[src/rtl/trig_pkg.sv]
// Constants shared by the legacy address/data match trigger.
package trig_pkg;
    localparam int XLEN = 64;
    localparam logic [11:0] ADDR_MATCH_CTRL = 12'h7a1;
    localparam logic [11:0] ADDR_COMPARE = 12'h7a2;
    localparam logic [3:0] TYPE_LEGACY = 4'h2;
    // Field positions of match_trigger_control
    localparam int POS_TYPE = 60;
    localparam int POS_DMODE = 59;
    localparam int POS_MASKMAX = 53;
    localparam int POS_SIZEHI = 21;
    localparam int POS_HIT = 20;
    localparam int POS_SELECT = 19;
    localparam int POS_TIMING = 18;
    localparam int POS_SIZELO = 16;
    localparam int POS_ACTION = 12;
    localparam int POS_CHAIN = 11;
    localparam int POS_MATCH = 7;
    localparam int POS_PRIV_M = 6;
    localparam int POS_PRIV_S = 4;
    localparam int POS_PRIV_U = 3;
    localparam int POS_EXECUTE = 2;
    localparam int POS_STORE = 1;
    localparam int POS_LOAD = 0;
    // Reset values of every trigger
    localparam logic [3:0] RST_SIZE = 4'h0;
    localparam logic [3:0] RST_ACTION = 4'h0;
    localparam logic [3:0] RST_MATCH = 4'h0;
    localparam logic RST_BIT = 1'b0;
    localparam logic [63:0] RST_COMPARE = 64'h0;
    // Legal limits
    localparam logic [3:0] SIZE_MAX_CODE = 4'h9;
    localparam logic [3:0] ACTION_MAX = 4'h1;
    localparam logic [3:0] MATCH_MAX = 4'h3;
    localparam logic [5:0] MASKMAX_LIMIT = 6'h3f;
    // Match modes
    typedef enum logic [3:0] {
        MATCH_EQUAL = 4'b0000,
        MATCH_RANGE = 4'b0001,
        MATCH_GE = 4'b0010,
        MATCH_LT = 4'b0011
    } match_mode_t;
    // Privilege codes
    localparam logic [1:0] PRIV_U = 2'h0;
    localparam logic [1:0] PRIV_S = 2'h1;
    localparam logic [1:0] PRIV_M = 2'h3;
endpackage

[src/rtl/trig_compare.sv]
// One trigger's comparison of an access against its compare value.
`timescale 1ns/1ns
module trig_compare
    import trig_pkg::*;
(
    input wire logic [3:0] matchMode,
    input wire logic selectData,
    input wire logic [3:0] sizeCode,
    input wire logic [2:0] privEn,
    input wire logic [2:0] kindEn,
    input wire logic [63:0] compareValue,
    input wire logic accExec,
    input wire logic accStore,
    input wire logic accLoad,
    input wire logic [1:0] accPriv,
    input wire logic [3:0] accSize,
    input wire logic [63:0] accAddr,
    input wire logic [63:0] accData,
    output logic isMatch
);
    logic [63:0] probe; // Value under test
    logic [63:0] careMask; // Bits above the lowest zero of the compare
    logic valueOk;
    logic kindOk;
    logic privOk;
    logic sizeOk;

    // Address or data as the probe value
    always_comb
    begin
        probe = selectData ? accData : accAddr;
        careMask = ~(compareValue ^ (compareValue + 64'h1));
        case (matchMode)
            MATCH_EQUAL: valueOk = (probe == compareValue);
            MATCH_RANGE: valueOk = ((probe & careMask) ==
                                    (compareValue & careMask));
            MATCH_GE: valueOk = (probe >= compareValue);
            MATCH_LT: valueOk = (probe < compareValue);
            default: valueOk = 1'b0;
        endcase
    end

    // Access kind, privilege and size qualifiers
    always_comb
    begin
        kindOk = (kindEn[2] & accExec) | (kindEn[1] & accStore) |
                 (kindEn[0] & accLoad);
        case (accPriv)
            PRIV_M: privOk = privEn[2];
            PRIV_S: privOk = privEn[1];
            PRIV_U: privOk = privEn[0];
            default: privOk = 1'b0;
        endcase
        sizeOk = (sizeCode == 4'h0) || (sizeCode == accSize);
        isMatch = valueOk & kindOk & privOk & sizeOk;
    end
endmodule

[src/rtl/match_trigger.sv]
// Legacy address/data match trigger bank with its control registers.
`timescale 1ns/1ns
module match_trigger
    import trig_pkg::*;
#(
    parameter int NUM_TRIG = 2,
    parameter int IDX_W = 1,
    parameter logic [5:0] MASK_MAX = 6'h0c,
    parameter bit HIT_IMPL = 1'b1,
    parameter bit TIMING_WRITABLE = 1'b1,
    parameter bit TIMING_FIXED = 1'b1
)
(
    input wire logic clk_sys,
    input wire logic arst_n,
    input wire logic debugMode,
    input wire logic [IDX_W-1:0] trigIndex,
    input wire logic [11:0] csrAddr,
    input wire logic csrWrite,
    input wire logic csrRead,
    input wire logic [trig_pkg::XLEN-1:0] csrWdata,
    output logic [trig_pkg::XLEN-1:0] csrRdata,
    input wire logic accValid,
    input wire logic accExec,
    input wire logic accLoad,
    input wire logic accStore,
    input wire logic [1:0] accPriv,
    input wire logic [3:0] accSize,
    input wire logic [trig_pkg::XLEN-1:0] accAddr,
    input wire logic [trig_pkg::XLEN-1:0] accData,
    input wire logic [trig_pkg::XLEN-1:0] accPc,
    input wire logic [trig_pkg::XLEN-1:0] accNextPc,
    input wire logic [NUM_TRIG-1:0] qualOk,
    output logic suppressLoadWb,
    output logic fireValid,
    output logic fireAfter,
    output logic [3:0] fireAction,
    output logic [trig_pkg::XLEN-1:0] epcValue,
    output logic [trig_pkg::XLEN-1:0] trapValue
);
    import trig_pkg::*;

    ////////////////////////////////////////////////////////////////////////
    // Elaboration checks, refused before any simulation starts
    if (NUM_TRIG < 1 || NUM_TRIG > (1 << IDX_W))
        $error("NUM_TRIG does not fit the selector width");
    if (MASK_MAX > MASKMAX_LIMIT)
        $error("MASK_MAX above the largest range");

    ////////////////////////////////////////////////////////////////////////
    // Per-trigger state
    logic dmodeQ [NUM_TRIG]; // Writable from debug mode only
    logic [3:0] sizeQ [NUM_TRIG]; // Combined size code
    logic hitQ [NUM_TRIG];
    logic selectQ [NUM_TRIG];
    logic timingQ [NUM_TRIG];
    logic [3:0] actionQ [NUM_TRIG];
    logic chainQ [NUM_TRIG];
    logic [3:0] matchQ [NUM_TRIG];
    logic [2:0] privQ [NUM_TRIG]; // M, S, U
    logic [2:0] kindQ [NUM_TRIG]; // Execute, store, load
    logic [63:0] compareQ [NUM_TRIG];
    logic [NUM_TRIG-1:0] rawMatch; // Value and qualifiers agree
    logic [NUM_TRIG-1:0] chainAll; // All members so far match
    logic [NUM_TRIG-1:0] fires; // Chain tail fires
    logic [NUM_TRIG-1:0] hitSet; // Member of a firing chain
    logic [NUM_TRIG-1:0] firesBefore;
    logic [NUM_TRIG-1:0] firesAfter;
    logic anyBefore;
    logic anyAfter;
    logic [3:0] actBefore;
    logic [3:0] actAfter;
    logic ctrlSel;
    logic cmpSel;
    logic canWrite;

    ////////////////////////////////////////////////////////////////////////
    // Decode helpers
    // Keep old size when the new code is not a defined size
    function automatic logic [3:0] legalSize(input logic [3:0] nv,
                                             input logic [3:0] ov);
        legalSize = (nv <= SIZE_MAX_CODE) ? nv : ov;
    endfunction

    // Keep old match mode when unsupported; range needs MASK_MAX
    function automatic logic [3:0] legalMatch(input logic [3:0] nv,
                                              input logic [3:0] ov);
        if (nv > MATCH_MAX)
            legalMatch = ov;
        else if (nv == MATCH_RANGE && MASK_MAX == 6'h0)
            legalMatch = ov;
        else
            legalMatch = nv;
    endfunction

    // Assemble the visible control word of one trigger
    function automatic logic [63:0] packCtrl(input int i);
        logic [63:0] w;
        w = 64'h0;
        w[POS_TYPE +: 4] = TYPE_LEGACY;
        w[POS_DMODE] = dmodeQ[i];
        w[POS_MASKMAX +: 6] = MASK_MAX;
        w[POS_SIZEHI +: 2] = sizeQ[i][3:2];
        w[POS_HIT] = hitQ[i];
        w[POS_SELECT] = selectQ[i];
        w[POS_TIMING] = timingQ[i];
        w[POS_SIZELO +: 2] = sizeQ[i][1:0];
        w[POS_ACTION +: 4] = actionQ[i];
        w[POS_CHAIN] = chainQ[i];
        w[POS_MATCH +: 4] = matchQ[i];
        w[POS_PRIV_M] = privQ[i][2];
        w[POS_PRIV_S] = privQ[i][1];
        w[POS_PRIV_U] = privQ[i][0];
        w[POS_EXECUTE] = kindQ[i][2];
        w[POS_STORE] = kindQ[i][1];
        w[POS_LOAD] = kindQ[i][0];
        packCtrl = w;
    endfunction

    // Selected trigger, and dmode guards writes outside debug mode
    always_comb
    begin
        ctrlSel = (csrAddr == ADDR_MATCH_CTRL);
        cmpSel = (csrAddr == ADDR_COMPARE);
        canWrite = csrWrite &&
                   (int'(trigIndex) < NUM_TRIG) &&
                   (!dmodeQ[trigIndex] || debugMode);
    end

    ////////////////////////////////////////////////////////////////////////
    // Comparators, one per trigger
    genvar g;
    generate
        for (g = 0; g < NUM_TRIG; g = g + 1)
        begin : gen_cmp
            logic cmpHit;
            // Address for select 0, data for select 1
            trig_compare u_cmp (
                .matchMode(matchQ[g]),
                .selectData(selectQ[g]),
                .sizeCode(sizeQ[g]),
                .privEn(privQ[g]),
                .kindEn(kindQ[g]),
                .compareValue(compareQ[g]),
                .accExec(accExec),
                .accStore(accStore),
                .accLoad(accLoad),
                .accPriv(accPriv),
                .accSize(accSize),
                .accAddr(accAddr),
                .accData(accData),
                .isMatch(cmpHit)
            );
            // Every trigger stays quiet while already halted
            assign rawMatch[g] = accValid & cmpHit & qualOk[g] &
                                 ~debugMode;
        end
    endgenerate

    ////////////////////////////////////////////////////////////////////////
    // Chain resolution
    // A chain fires at its tail only when every member matches and all
    // members share one timing value.
    always_comb
    begin
        for (int i = 0; i < NUM_TRIG; i++)
        begin
            if (i > 0 && chainQ[i-1])
                chainAll[i] = rawMatch[i] && chainAll[i-1] &&
                              (timingQ[i] == timingQ[i-1]);
            else
                chainAll[i] = rawMatch[i];
        end
        for (int i = 0; i < NUM_TRIG; i++)
        begin
            fires[i] = chainAll[i] && !(chainQ[i] && i < NUM_TRIG - 1);
        end
        // Hit goes to every member of a firing chain
        for (int i = NUM_TRIG - 1; i >= 0; i--)
        begin
            if (i < NUM_TRIG - 1 && chainQ[i])
                hitSet[i] = fires[i] || hitSet[i+1];
            else
                hitSet[i] = fires[i];
        end
    end

    // Split by timing, lowest index action wins
    always_comb
    begin
        anyBefore = 1'b0;
        anyAfter = 1'b0;
        actBefore = RST_ACTION;
        actAfter = RST_ACTION;
        for (int i = NUM_TRIG - 1; i >= 0; i--)
        begin
            firesBefore[i] = fires[i] && !timingQ[i];
            firesAfter[i] = fires[i] && timingQ[i];
            if (firesBefore[i])
            begin
                anyBefore = 1'b1;
                actBefore = actionQ[i];
            end
            if (firesAfter[i])
            begin
                anyAfter = 1'b1;
                actAfter = actionQ[i];
            end
        end
    end

    // Data-compare load trigger before retire: access done, no writeback
    // The memory side effects already happened; only the register write
    // is held back, and which parts of a multi-access op completed is
    // left to the pipeline.
    always_comb
    begin
        suppressLoadWb = 1'b0;
        for (int i = 0; i < NUM_TRIG; i++)
        begin
            if (firesBefore[i] && selectQ[i] && kindQ[i][0] && accLoad)
                suppressLoadWb = 1'b1;
        end
    end

    ////////////////////////////////////////////////////////////////////////
    // Control register writes and hit tracking
    always_ff @(posedge clk_sys or negedge arst_n)
    begin
        if (!arst_n)
        begin
            for (int i = 0; i < NUM_TRIG; i++)
            begin
                dmodeQ[i] <= RST_BIT;
                sizeQ[i] <= RST_SIZE;
                hitQ[i] <= RST_BIT;
                selectQ[i] <= RST_BIT;
                timingQ[i] <= RST_BIT;
                actionQ[i] <= RST_ACTION;
                chainQ[i] <= RST_BIT;
                matchQ[i] <= RST_MATCH;
                privQ[i] <= 3'h0;
                kindQ[i] <= 3'h0;
                compareQ[i] <= RST_COMPARE;
            end
        end
        else
        begin
            for (int i = 0; i < NUM_TRIG; i++)
            begin
                if (canWrite && ctrlSel && int'(trigIndex) == i)
                begin
                    dmodeQ[i] <= csrWdata[POS_DMODE] & debugMode;
                    sizeQ[i] <= legalSize({csrWdata[POS_SIZEHI +: 2],
                        csrWdata[POS_SIZELO +: 2]}, sizeQ[i]);
                    selectQ[i] <= csrWdata[POS_SELECT];
                    // Fixed timing reads back the one supported value after a control write; reset loads RST_BIT
                    timingQ[i] <= TIMING_WRITABLE ? csrWdata[POS_TIMING] :
                                  TIMING_FIXED;
                    if (csrWdata[POS_ACTION +: 4] <= ACTION_MAX)
                        actionQ[i] <= csrWdata[POS_ACTION +: 4];
                    chainQ[i] <= csrWdata[POS_CHAIN];
                    matchQ[i] <= legalMatch(csrWdata[POS_MATCH +: 4],
                                            matchQ[i]);
                    privQ[i] <= {csrWdata[POS_PRIV_M], csrWdata[POS_PRIV_S],
                                 csrWdata[POS_PRIV_U]};
                    kindQ[i] <= {csrWdata[POS_EXECUTE], csrWdata[POS_STORE],
                                 csrWdata[POS_LOAD]};
                end
                if (canWrite && cmpSel && int'(trigIndex) == i)
                    compareQ[i] <= csrWdata;
                // Firing sets hit even against a same-cycle clear
                if (HIT_IMPL)
                begin
                    if (canWrite && ctrlSel && int'(trigIndex) == i)
                        hitQ[i] <= csrWdata[POS_HIT] | hitSet[i];
                    else
                        hitQ[i] <= hitQ[i] | hitSet[i];
                end
            end
        end
    end

    ////////////////////////////////////////////////////////////////////////
    // Register read data, one cycle after the read strobe
    always_ff @(posedge clk_sys or negedge arst_n)
    begin
        if (!arst_n)
            csrRdata <= 64'h0;
        else if (csrRead && int'(trigIndex) < NUM_TRIG)
        begin
            if (ctrlSel)
                csrRdata <= packCtrl(int'(trigIndex));
            else if (cmpSel)
                csrRdata <= compareQ[trigIndex];
            else
                csrRdata <= 64'h0;
        end
        else if (csrRead)
            csrRdata <= 64'h0;
    end

    ////////////////////////////////////////////////////////////////////////
    // Trigger action report
    // A before firing takes the instruction's own PC and suppresses any
    // simultaneous after firing, since that instruction never retires.
    always_ff @(posedge clk_sys or negedge arst_n)
    begin
        if (!arst_n)
        begin
            fireValid <= 1'b0;
            fireAfter <= 1'b0;
            fireAction <= RST_ACTION;
            epcValue <= 64'h0;
            trapValue <= 64'h0;
        end
        else
        begin
            fireValid <= anyBefore | anyAfter;
            fireAfter <= anyAfter & ~anyBefore;
            if (anyBefore)
            begin
                fireAction <= actBefore;
                epcValue <= accPc;
                trapValue <= accAddr;
            end
            else if (anyAfter)
            begin
                fireAction <= actAfter;
                epcValue <= accNextPc;
                trapValue <= accAddr;
            end
        end
    end
endmodule

[config.mk]
export PLATFORM = sky130hd
export DESIGN_NAME = match_trigger
export DESIGN_NICKNAME = d
export VERILOG_FILES = /design/src/rtl/trig_pkg.sv /design/src/rtl/trig_compare.sv /design/src/rtl/match_trigger.sv
export SDC_FILE = /design/constraint.sdc
export NUM_CORES = 1
export LEC_CHECK = 0
export ABC_AREA = 1
export BUFFER_PORTS_ARGS = -buffer_cell sky130_fd_sc_hd__buf_2
export CAP_MARGIN = 20
export CORE_MARGIN = 2
export CORE_UTILIZATION = 52
export DETAILED_ROUTE_END_ITERATION = 10
export PLACE_DENSITY = 0.76
export SLEW_MARGIN = 40
export SYNTH_ARGS = -nofsm -noshare
export SYNTH_HDL_FRONTEND = slang
export SYNTH_SLANG_ARGS = --single-unit
export TNS_END_PERCENT = 1
[constraint.sdc]
create_clock -name clk_sys -period 9.8 [get_ports clk_sys]
set_input_delay 0.98 -clock clk_sys [delete_from_list [all_inputs] [get_ports clk_sys]]
set_output_delay 0.98 -clock clk_sys [all_outputs]
set_load 0.02 [all_outputs]
==> results of run 1 <==
[power by group]
part | switching, mW | internal [mW]
clock | 0.684 | 1.00
combinational | 0.243 | 0.138
sequential | 0.00337 | 1.54
total | 0.930 | 2.68
[flip-flops by register name, summed over array words and instances, names as in the netlist]
name / flops
fireValid: 1
epcValue: 64
fireAction: 4
trapValue: 64
dmodeQ: 2
fireAfter: 1
privQ: 6
hitQ: 2
sizeQ: 8
selectQ: 2
csrRdata: 64
matchQ: 8
compareQ: 128
actionQ: 8
kindQ: 6
timingQ: 2
chainQ: 2
[routing by layer]
| metal | vias to the layer above | GRT usage (%) | wire length, um |
|---|---|---|---|
| met3 | 161 | 6.00 | 7190 |
| met1 | 13200 | 45.8 | 41500 |
| met4 | 4 | 10.5 | 2780 |
| met2 | 980 | 51.6 | 41700 |
| li1 | 14200 | - | - |
| met5 | - | 0 | 27 |
[worst max path at each step]
stage / start / endpoint / slack [ns]
6_report: compareQ[1] / suppressLoadWb / 2.58
5_1_grt: compareQ[66] / suppressLoadWb / 1.92
4_1_cts: compareQ[1] / suppressLoadWb / 2.62
3_5_place_dp: compareQ[1] / epcValue[31] / 2.76
3_3_place_gp: compareQ[1] / epcValue[57] / 2.98
2_1_floorplan: compareQ[66] / suppressLoadWb / 4.46
[through the flow]
stage,setup slack [ns],cells,hold WS (ns)
floorplan,4.46,4122,0.448
global placement,2.98,5247,0.459
detailed placement,2.76,5249,0.460
CTS,2.62,5324,0.304
global route,1.92,5329,0.330
finish,2.58,5332,0.322
[cell families after synthesis]
kind of cell	count (synthesis)	synth area share, %
multiplexers	2	0.0753
AO/OA/AOI/OAI	555	10.9
buffers and inverters	624	8.91
AND/OR/NAND/NOR	2234	33.4
adder cells (fa/ha/maj)	256	11.3
XOR/XNOR	79	2.45
flip-flops	372	33.0
[final cells by class]
type                    count  area (um2)
fillers                  5060       20800
flip-flops and latches    372        9310
repair buffers            568        2950
multi-input cells        3126       16400
well taps                 696         871
clock buffers              52        1160
diodes                      8        20.0
clock inverters            23         297
inverters                 487        1830
[critical path, delay by kind of cell (launching register included)]
family | cells | cell delay [ns]
XOR/XNOR | 1 | 0.18
flip-flops | 1 | 0.44
adder cells (fa/ha/maj) | 2 | 0.52
AND/OR/NAND/NOR | 23 | 3.83
buffers and inverters | 1 | 0.26
AO/OA/AOI/OAI | 2 | 0.42
[placed cells by master (no fill, tap or decap), drive strengths merged, types with 5 or more instances in the layout]
| cell type | instances |
|---|---|
| a21oi | 72 |
| clkbuf | 52 |
| xnor2 | 9 |
| o21a | 6 |
| nor2 | 198 |
| bufinv | 6 |
| clkinvlp | 5 |
| nand2 | 1631 |
| diode | 8 |
| o32ai | 12 |
| nand3b | 95 |
| nor3 | 37 |
| nand3 | 208 |
| xor2 | 70 |
| dfrtp | 372 |
| nand4 | 42 |
| ha | 256 |
| o22ai | 12 |
| inv | 487 |
| buf | 568 |
| clkinv | 12 |
| o21ai | 440 |
| nor4 | 18 |
==> flow_summary.toml, run 1 <==
[worst_setup_path]
cp-end-kind = "output port"
r2r_start = "compareQ[1]"
slowest_stage = "dfrtp_1"
cp_max_fo = 8
cp.arrival_ns = 6.24
r2r_slack_ns = 2.66
worstPathRequired_ns = 8.82
criticalPathCategory = "register to output port"
r2r-end = "epcValue[31]"
r2r_cells = 33
slowest_delay_ns = 0.44
worstSetupStartpointType = "register"
worst_path_most_repeated_cell = "nand2_1"

[routing]
drt-vias-per-instance = 5.34
wire_per_inst_um = 17.5
dr.pass1.iters = 6
wl_um = 93300
ant_nets = 0
vias = 28500
drt_iter0_drc = 2422
drcViolationCount = 0

[floorplanning]
ios = 549
die_h_um = 237
die_area_um2 = 56200
initial_core_util_pct = 52.6
die_width_um = 237
num_rows = 85
core_um2 = 53700

[finish]
nets = 5203
final_area_um2 = 32900
layout-drive-gt1-share_pct = 15.9
area_growth_pct = 16.5
final_util_pct = 61.2

[logic_synthesis]
synth_top_area_share_pct = 33.0
yosysTopAreaCell = "dfrtp_1"
synth-seq-cells = 372
yosysMostFrequentCell = "nand2_1"
netlist_area_um2 = 28200
avgSynthCellArea_um2 = 6.85
seq_area_frac_synth_pct = 33.0
synth_cell_types = 54
syn-num-nets = 4728
async_flop_share_pct = 100
yosys-top-cells-area = "dfrtp_1, nand2_1, ha_1, inv_1, o21ai_0"
ys.warnings.count = 0
synthTopCellsByCount = "nand2_1, inv_1, dfrtp_1"
ys.flop_type = "dfrtp_1"
synth_edf_count = 0
postSynthCellCount = 4122

[cts]
cts-root-buf = "clkbuf_16"
cts_setup_buffers = 0
tritoncts = "done"
clkSlewWorstSetupHoldPaths_ns = 0.06
h-tree-depth = 2
clock-sinks = 372
hold_buffers = 0
cts_resized = 0
cts_max_path_buffers = 3
clk_latency_ns = 0.58
numCtsBuffers = 42

[flow_run]
max_cap_viol_count = 0

[power]
p_per_area_nw_per_um2 = 110
leakage_nw = 17.8
p_total_mw = 3.61
peakVddDrop_v = 0.000108

[global_routing]
grt_max_degree = 92
grt_overflow = 0
grt_pass1_vias = 26300
antenna_found_initial = 9
grt_use_total_pct = 32.8
grt_pass1_wl_um = 145000

[sta]
slew_headroom_pct = 44.9
setup_tns_ns = 0
fin_crit_ns = 7.22
drv_slew = 0
setup_viol_count_final = 0
rsz0062_at_grt = "no"
hold_violations = 0
max_freq_ghz = 0.139
fin_skew_ns = 0.0201
max_slew.worst_pin.slew_ns = 0.827
timing.final.crit_share_pct = 73.7

[placement]
gp_congestion = 0.950
dp_hpwl_um = 74500
place_area_um2 = 31400
port_buffers = 548

[outcome]
status = "finished, final reports clean"

[worst_hold_path]
hold_path.class = "input pin to asynchronous set/reset pin"
(Power assumes the default switching activity.)
==> run 2, diff against run 1 <==
ABC_AREA = 0   (was 1)
clock period = 6.65 ns   (was 9.8 ns; I/O delays follow)
==> run 2 against run 1 <==
Net effect: via count fell by 8.5%; largest power group unchanged; flip-flop and latch count did not move; core utilization rose by 1.7 points; sequential share of layout area barely moved; register-to-register slack got worse by 1.9 ns; non-clock buffer count rose by 54; global-route usage rose by 2.5 points; cell count fell by 18%; design area rose by 0.41%.
==> flow_summary.toml, run 2 <==
[outcome]
status = "finished, final reports clean"

[power]
p_per_area_nw_per_um2 = 181
p_total_mw = 5.98
peakVddDrop_v = 0.000176
leakage_nw = 17.1

[routing]
dr.pass1.iters = 6
drcViolationCount = 0
drt_iter0_drc = 2449
ant_nets = 0
vias = 26100
drt-vias-per-instance = 5.98
wire_per_inst_um = 22.8
wl_um = 99400

[cts]
clock-sinks = 372
h-tree-depth = 2
tritoncts = "done"
cts-root-buf = "clkbuf_16"
cts_max_path_buffers = 3
numCtsBuffers = 45
clkSlewWorstSetupHoldPaths_ns = 0.06
clk_latency_ns = 0.60
hold_buffers = 0

[finish]
top_register = "compareQ"
nets = 4237
final_cell_mix = "buf_2, nand2_1, dfrtp_1"
layout_commonest_cell = "buf_2"
layout-drive-gt1-share_pct = 24.3
area_growth_pct = 20.0
largest_reg_flops = 128

[floorplanning]
num_rows = 84
core_um2 = 52400
initial_core_util_pct = 52.5
die_width_um = 234
ios = 549
die_h_um = 234
die_area_um2 = 54800

[worst_setup_path]
r2r_slack_ns = 0.81
worstSetupStartpointType = "register"
cp_max_fo = 7
cp.arrival_ns = 5.89
worstPathRequired_ns = 5.98
criticalPathCategory = "register to output port"
cp-end-kind = "output port"

[sta]
max_freq_ghz = 0.153
hold_violations = 0
setup_viol_count_final = 0
fin_crit_ns = 6.55
slew_headroom_pct = 44.1
fin_skew_ns = 0.0225
drv_slew = 0
setup_tns_ns = 0
max_slew.worst_pin.slew_ns = 0.838
timing.final.crit_share_pct = 98.5

[logic_synthesis]
yosysTopAreaCell = "dfrtp_1"
yosys-top-cells-area = "dfrtp_1, ha_1, nand2_1, mux2_2, mux2i_1"
postSynthCellCount = 3101
synth_cell_types = 68
synth-seq-cells = 372
async_flop_share_pct = 100
avgSynthCellArea_um2 = 8.87
netlist_area_um2 = 27500
syn-num-nets = 3707
synth_edf_count = 0
synthTopCellsByCount = "dfrtp_1, nand2_1, inv_1"
yosysMostFrequentCell = "dfrtp_1"
ys.warnings.count = 0
seq_area_frac_synth_pct = 33.8
ys.flop_type = "dfrtp_1"
synth_top_area_share_pct = 33.8

[placement]
gp_congestion = 1.03
port_buffers = 548
dp_hpwl_um = 78100

[flow_run]
max_cap_viol_count = 0

[global_routing]
grt_use_total_pct = 35.4
grt_max_degree = 156
grt_pass1_vias = 24600
grt_overflow = 0
antenna_found_initial = 12
grt_pass1_wl_um = 148000

[worst_hold_path]
hold_path.class = "input pin to asynchronous set/reset pin"
## run 2: cell types whose count changed in the layout (fill, tap and decap cells not counted), sizes merged, moves of 64 or more
cell,delta
o2bb2ai,+64
nand2,-1263
inv,-147
mux2,+118
o21ai,-225
mux2i,+130
nand3b,-88
a211oi,+82
nor2b,+71
xnor2,+111
nor2,-106
nand3,-132
## run 2: worst paths after layout
check / start / endpoint / cells past startpoint
worst max-delay path: compareQ[1] / suppressLoadWb / 22
worst max register to register: compareQ[1] / epcValue[62] / 22
min in group clk_sys: accPc[17] / epcValue[17] / 3
worst min-delay path: arst_n / compareQ[28] / 1
max in group asynchronous: arst_n / trapValue[59] / 3
worst min register to register: csrRdata[7] / csrRdata[7] / 1
## run 2: where the power goes
group | internal [mW] | switching (mW) | leakage (nW) | total (mW)
Clock | 1.43 | 1.04 | 0.713 | 2.47
Combinational | 0.500 | 0.714 | 12.0 | 1.21
Sequential | 2.28 | 0.0131 | 4.47 | 2.29
Total | 4.21 | 1.76 | 17.1 | 5.98
## run 2: through the flow
step	instance area, um2	setup slack, ns	instances	utilization [%]	hold WS [ns]
finish	33000	0.0994	4356	63.0	0.0277
global route	33000	-0.0120	4354	63.0	0.0715
CTS	32600	0.00320	4332	62.2	0.0459
detailed placement	31100	0.183	4255	59.3	0.466
global placement	31100	0.192	4255	59.3	0.458
floorplan	27500	0.981	3101	-	0.369
## run 2: cell families after synthesis
logic type / count (synthesis) / share of synthesized area [%]
muxes: 250 / 9.64
buffers and inverters: 478 / 7.03
xor gates and xnor gates: 190 / 6.05
adders and majority gates: 256 / 11.6
DFF: 372 / 33.8
and+or+nand+nor: 930 / 16.8
AOI/OAI and AO/OA: 625 / 15.0
## run 2: final cells by class
type	instances	area (um2)
diodes	8	20.0
clock buffers	59	1250
clock inverters	17	189
fillers	4434	19400
inverters	339	1270
multi-input cells	2251	16600
flip-flops and latches	372	9340
well taps	688	861
repair buffers	622	3500
## run 2: worst max-delay path, cell delays in order (launching register included)
cell,delay (ns)
dfrtp_2,0.44
ha_1,0.19
nand3_1,0.12
nor3_1,0.21
buf_4,0.19
inv_1,0.08
or3_1,0.37
or2_2,0.32
nor2_1,0.28
nand3_1,0.12
ha_1,0.30
xnor2_1,0.13
nor2_1,0.06
xnor2_1,0.40
nand4_1,0.24
nor4_2,0.35
a31oi_2,0.26
a311oi_4,0.37
nand4_1,0.19
o21ai_0,0.18
a21boi_2,0.22
buf_4,0.13
buf_4,0.12
## run 2: layer usage
metal | share of wire (%) | routed length, um | track usage [%] | vias to the layer above
met2 | 45 | 44700 | 55.3 | 1261
met3 | 9.5 | 9410 | 6.96 | 273
met1 | 40 | 40100 | 47.1 | 12500
met5 | 0.059 | 59 | 0 | -
li1 | - | - | - | 12000
met4 | 5.2 | 5130 | 16.8 | 10
## run 2: what timing repair did
item	CTS	global route
resized for setup	19	57
pin swaps	1	14
setup endpoints to repair	1	1
setup buffers	1	14
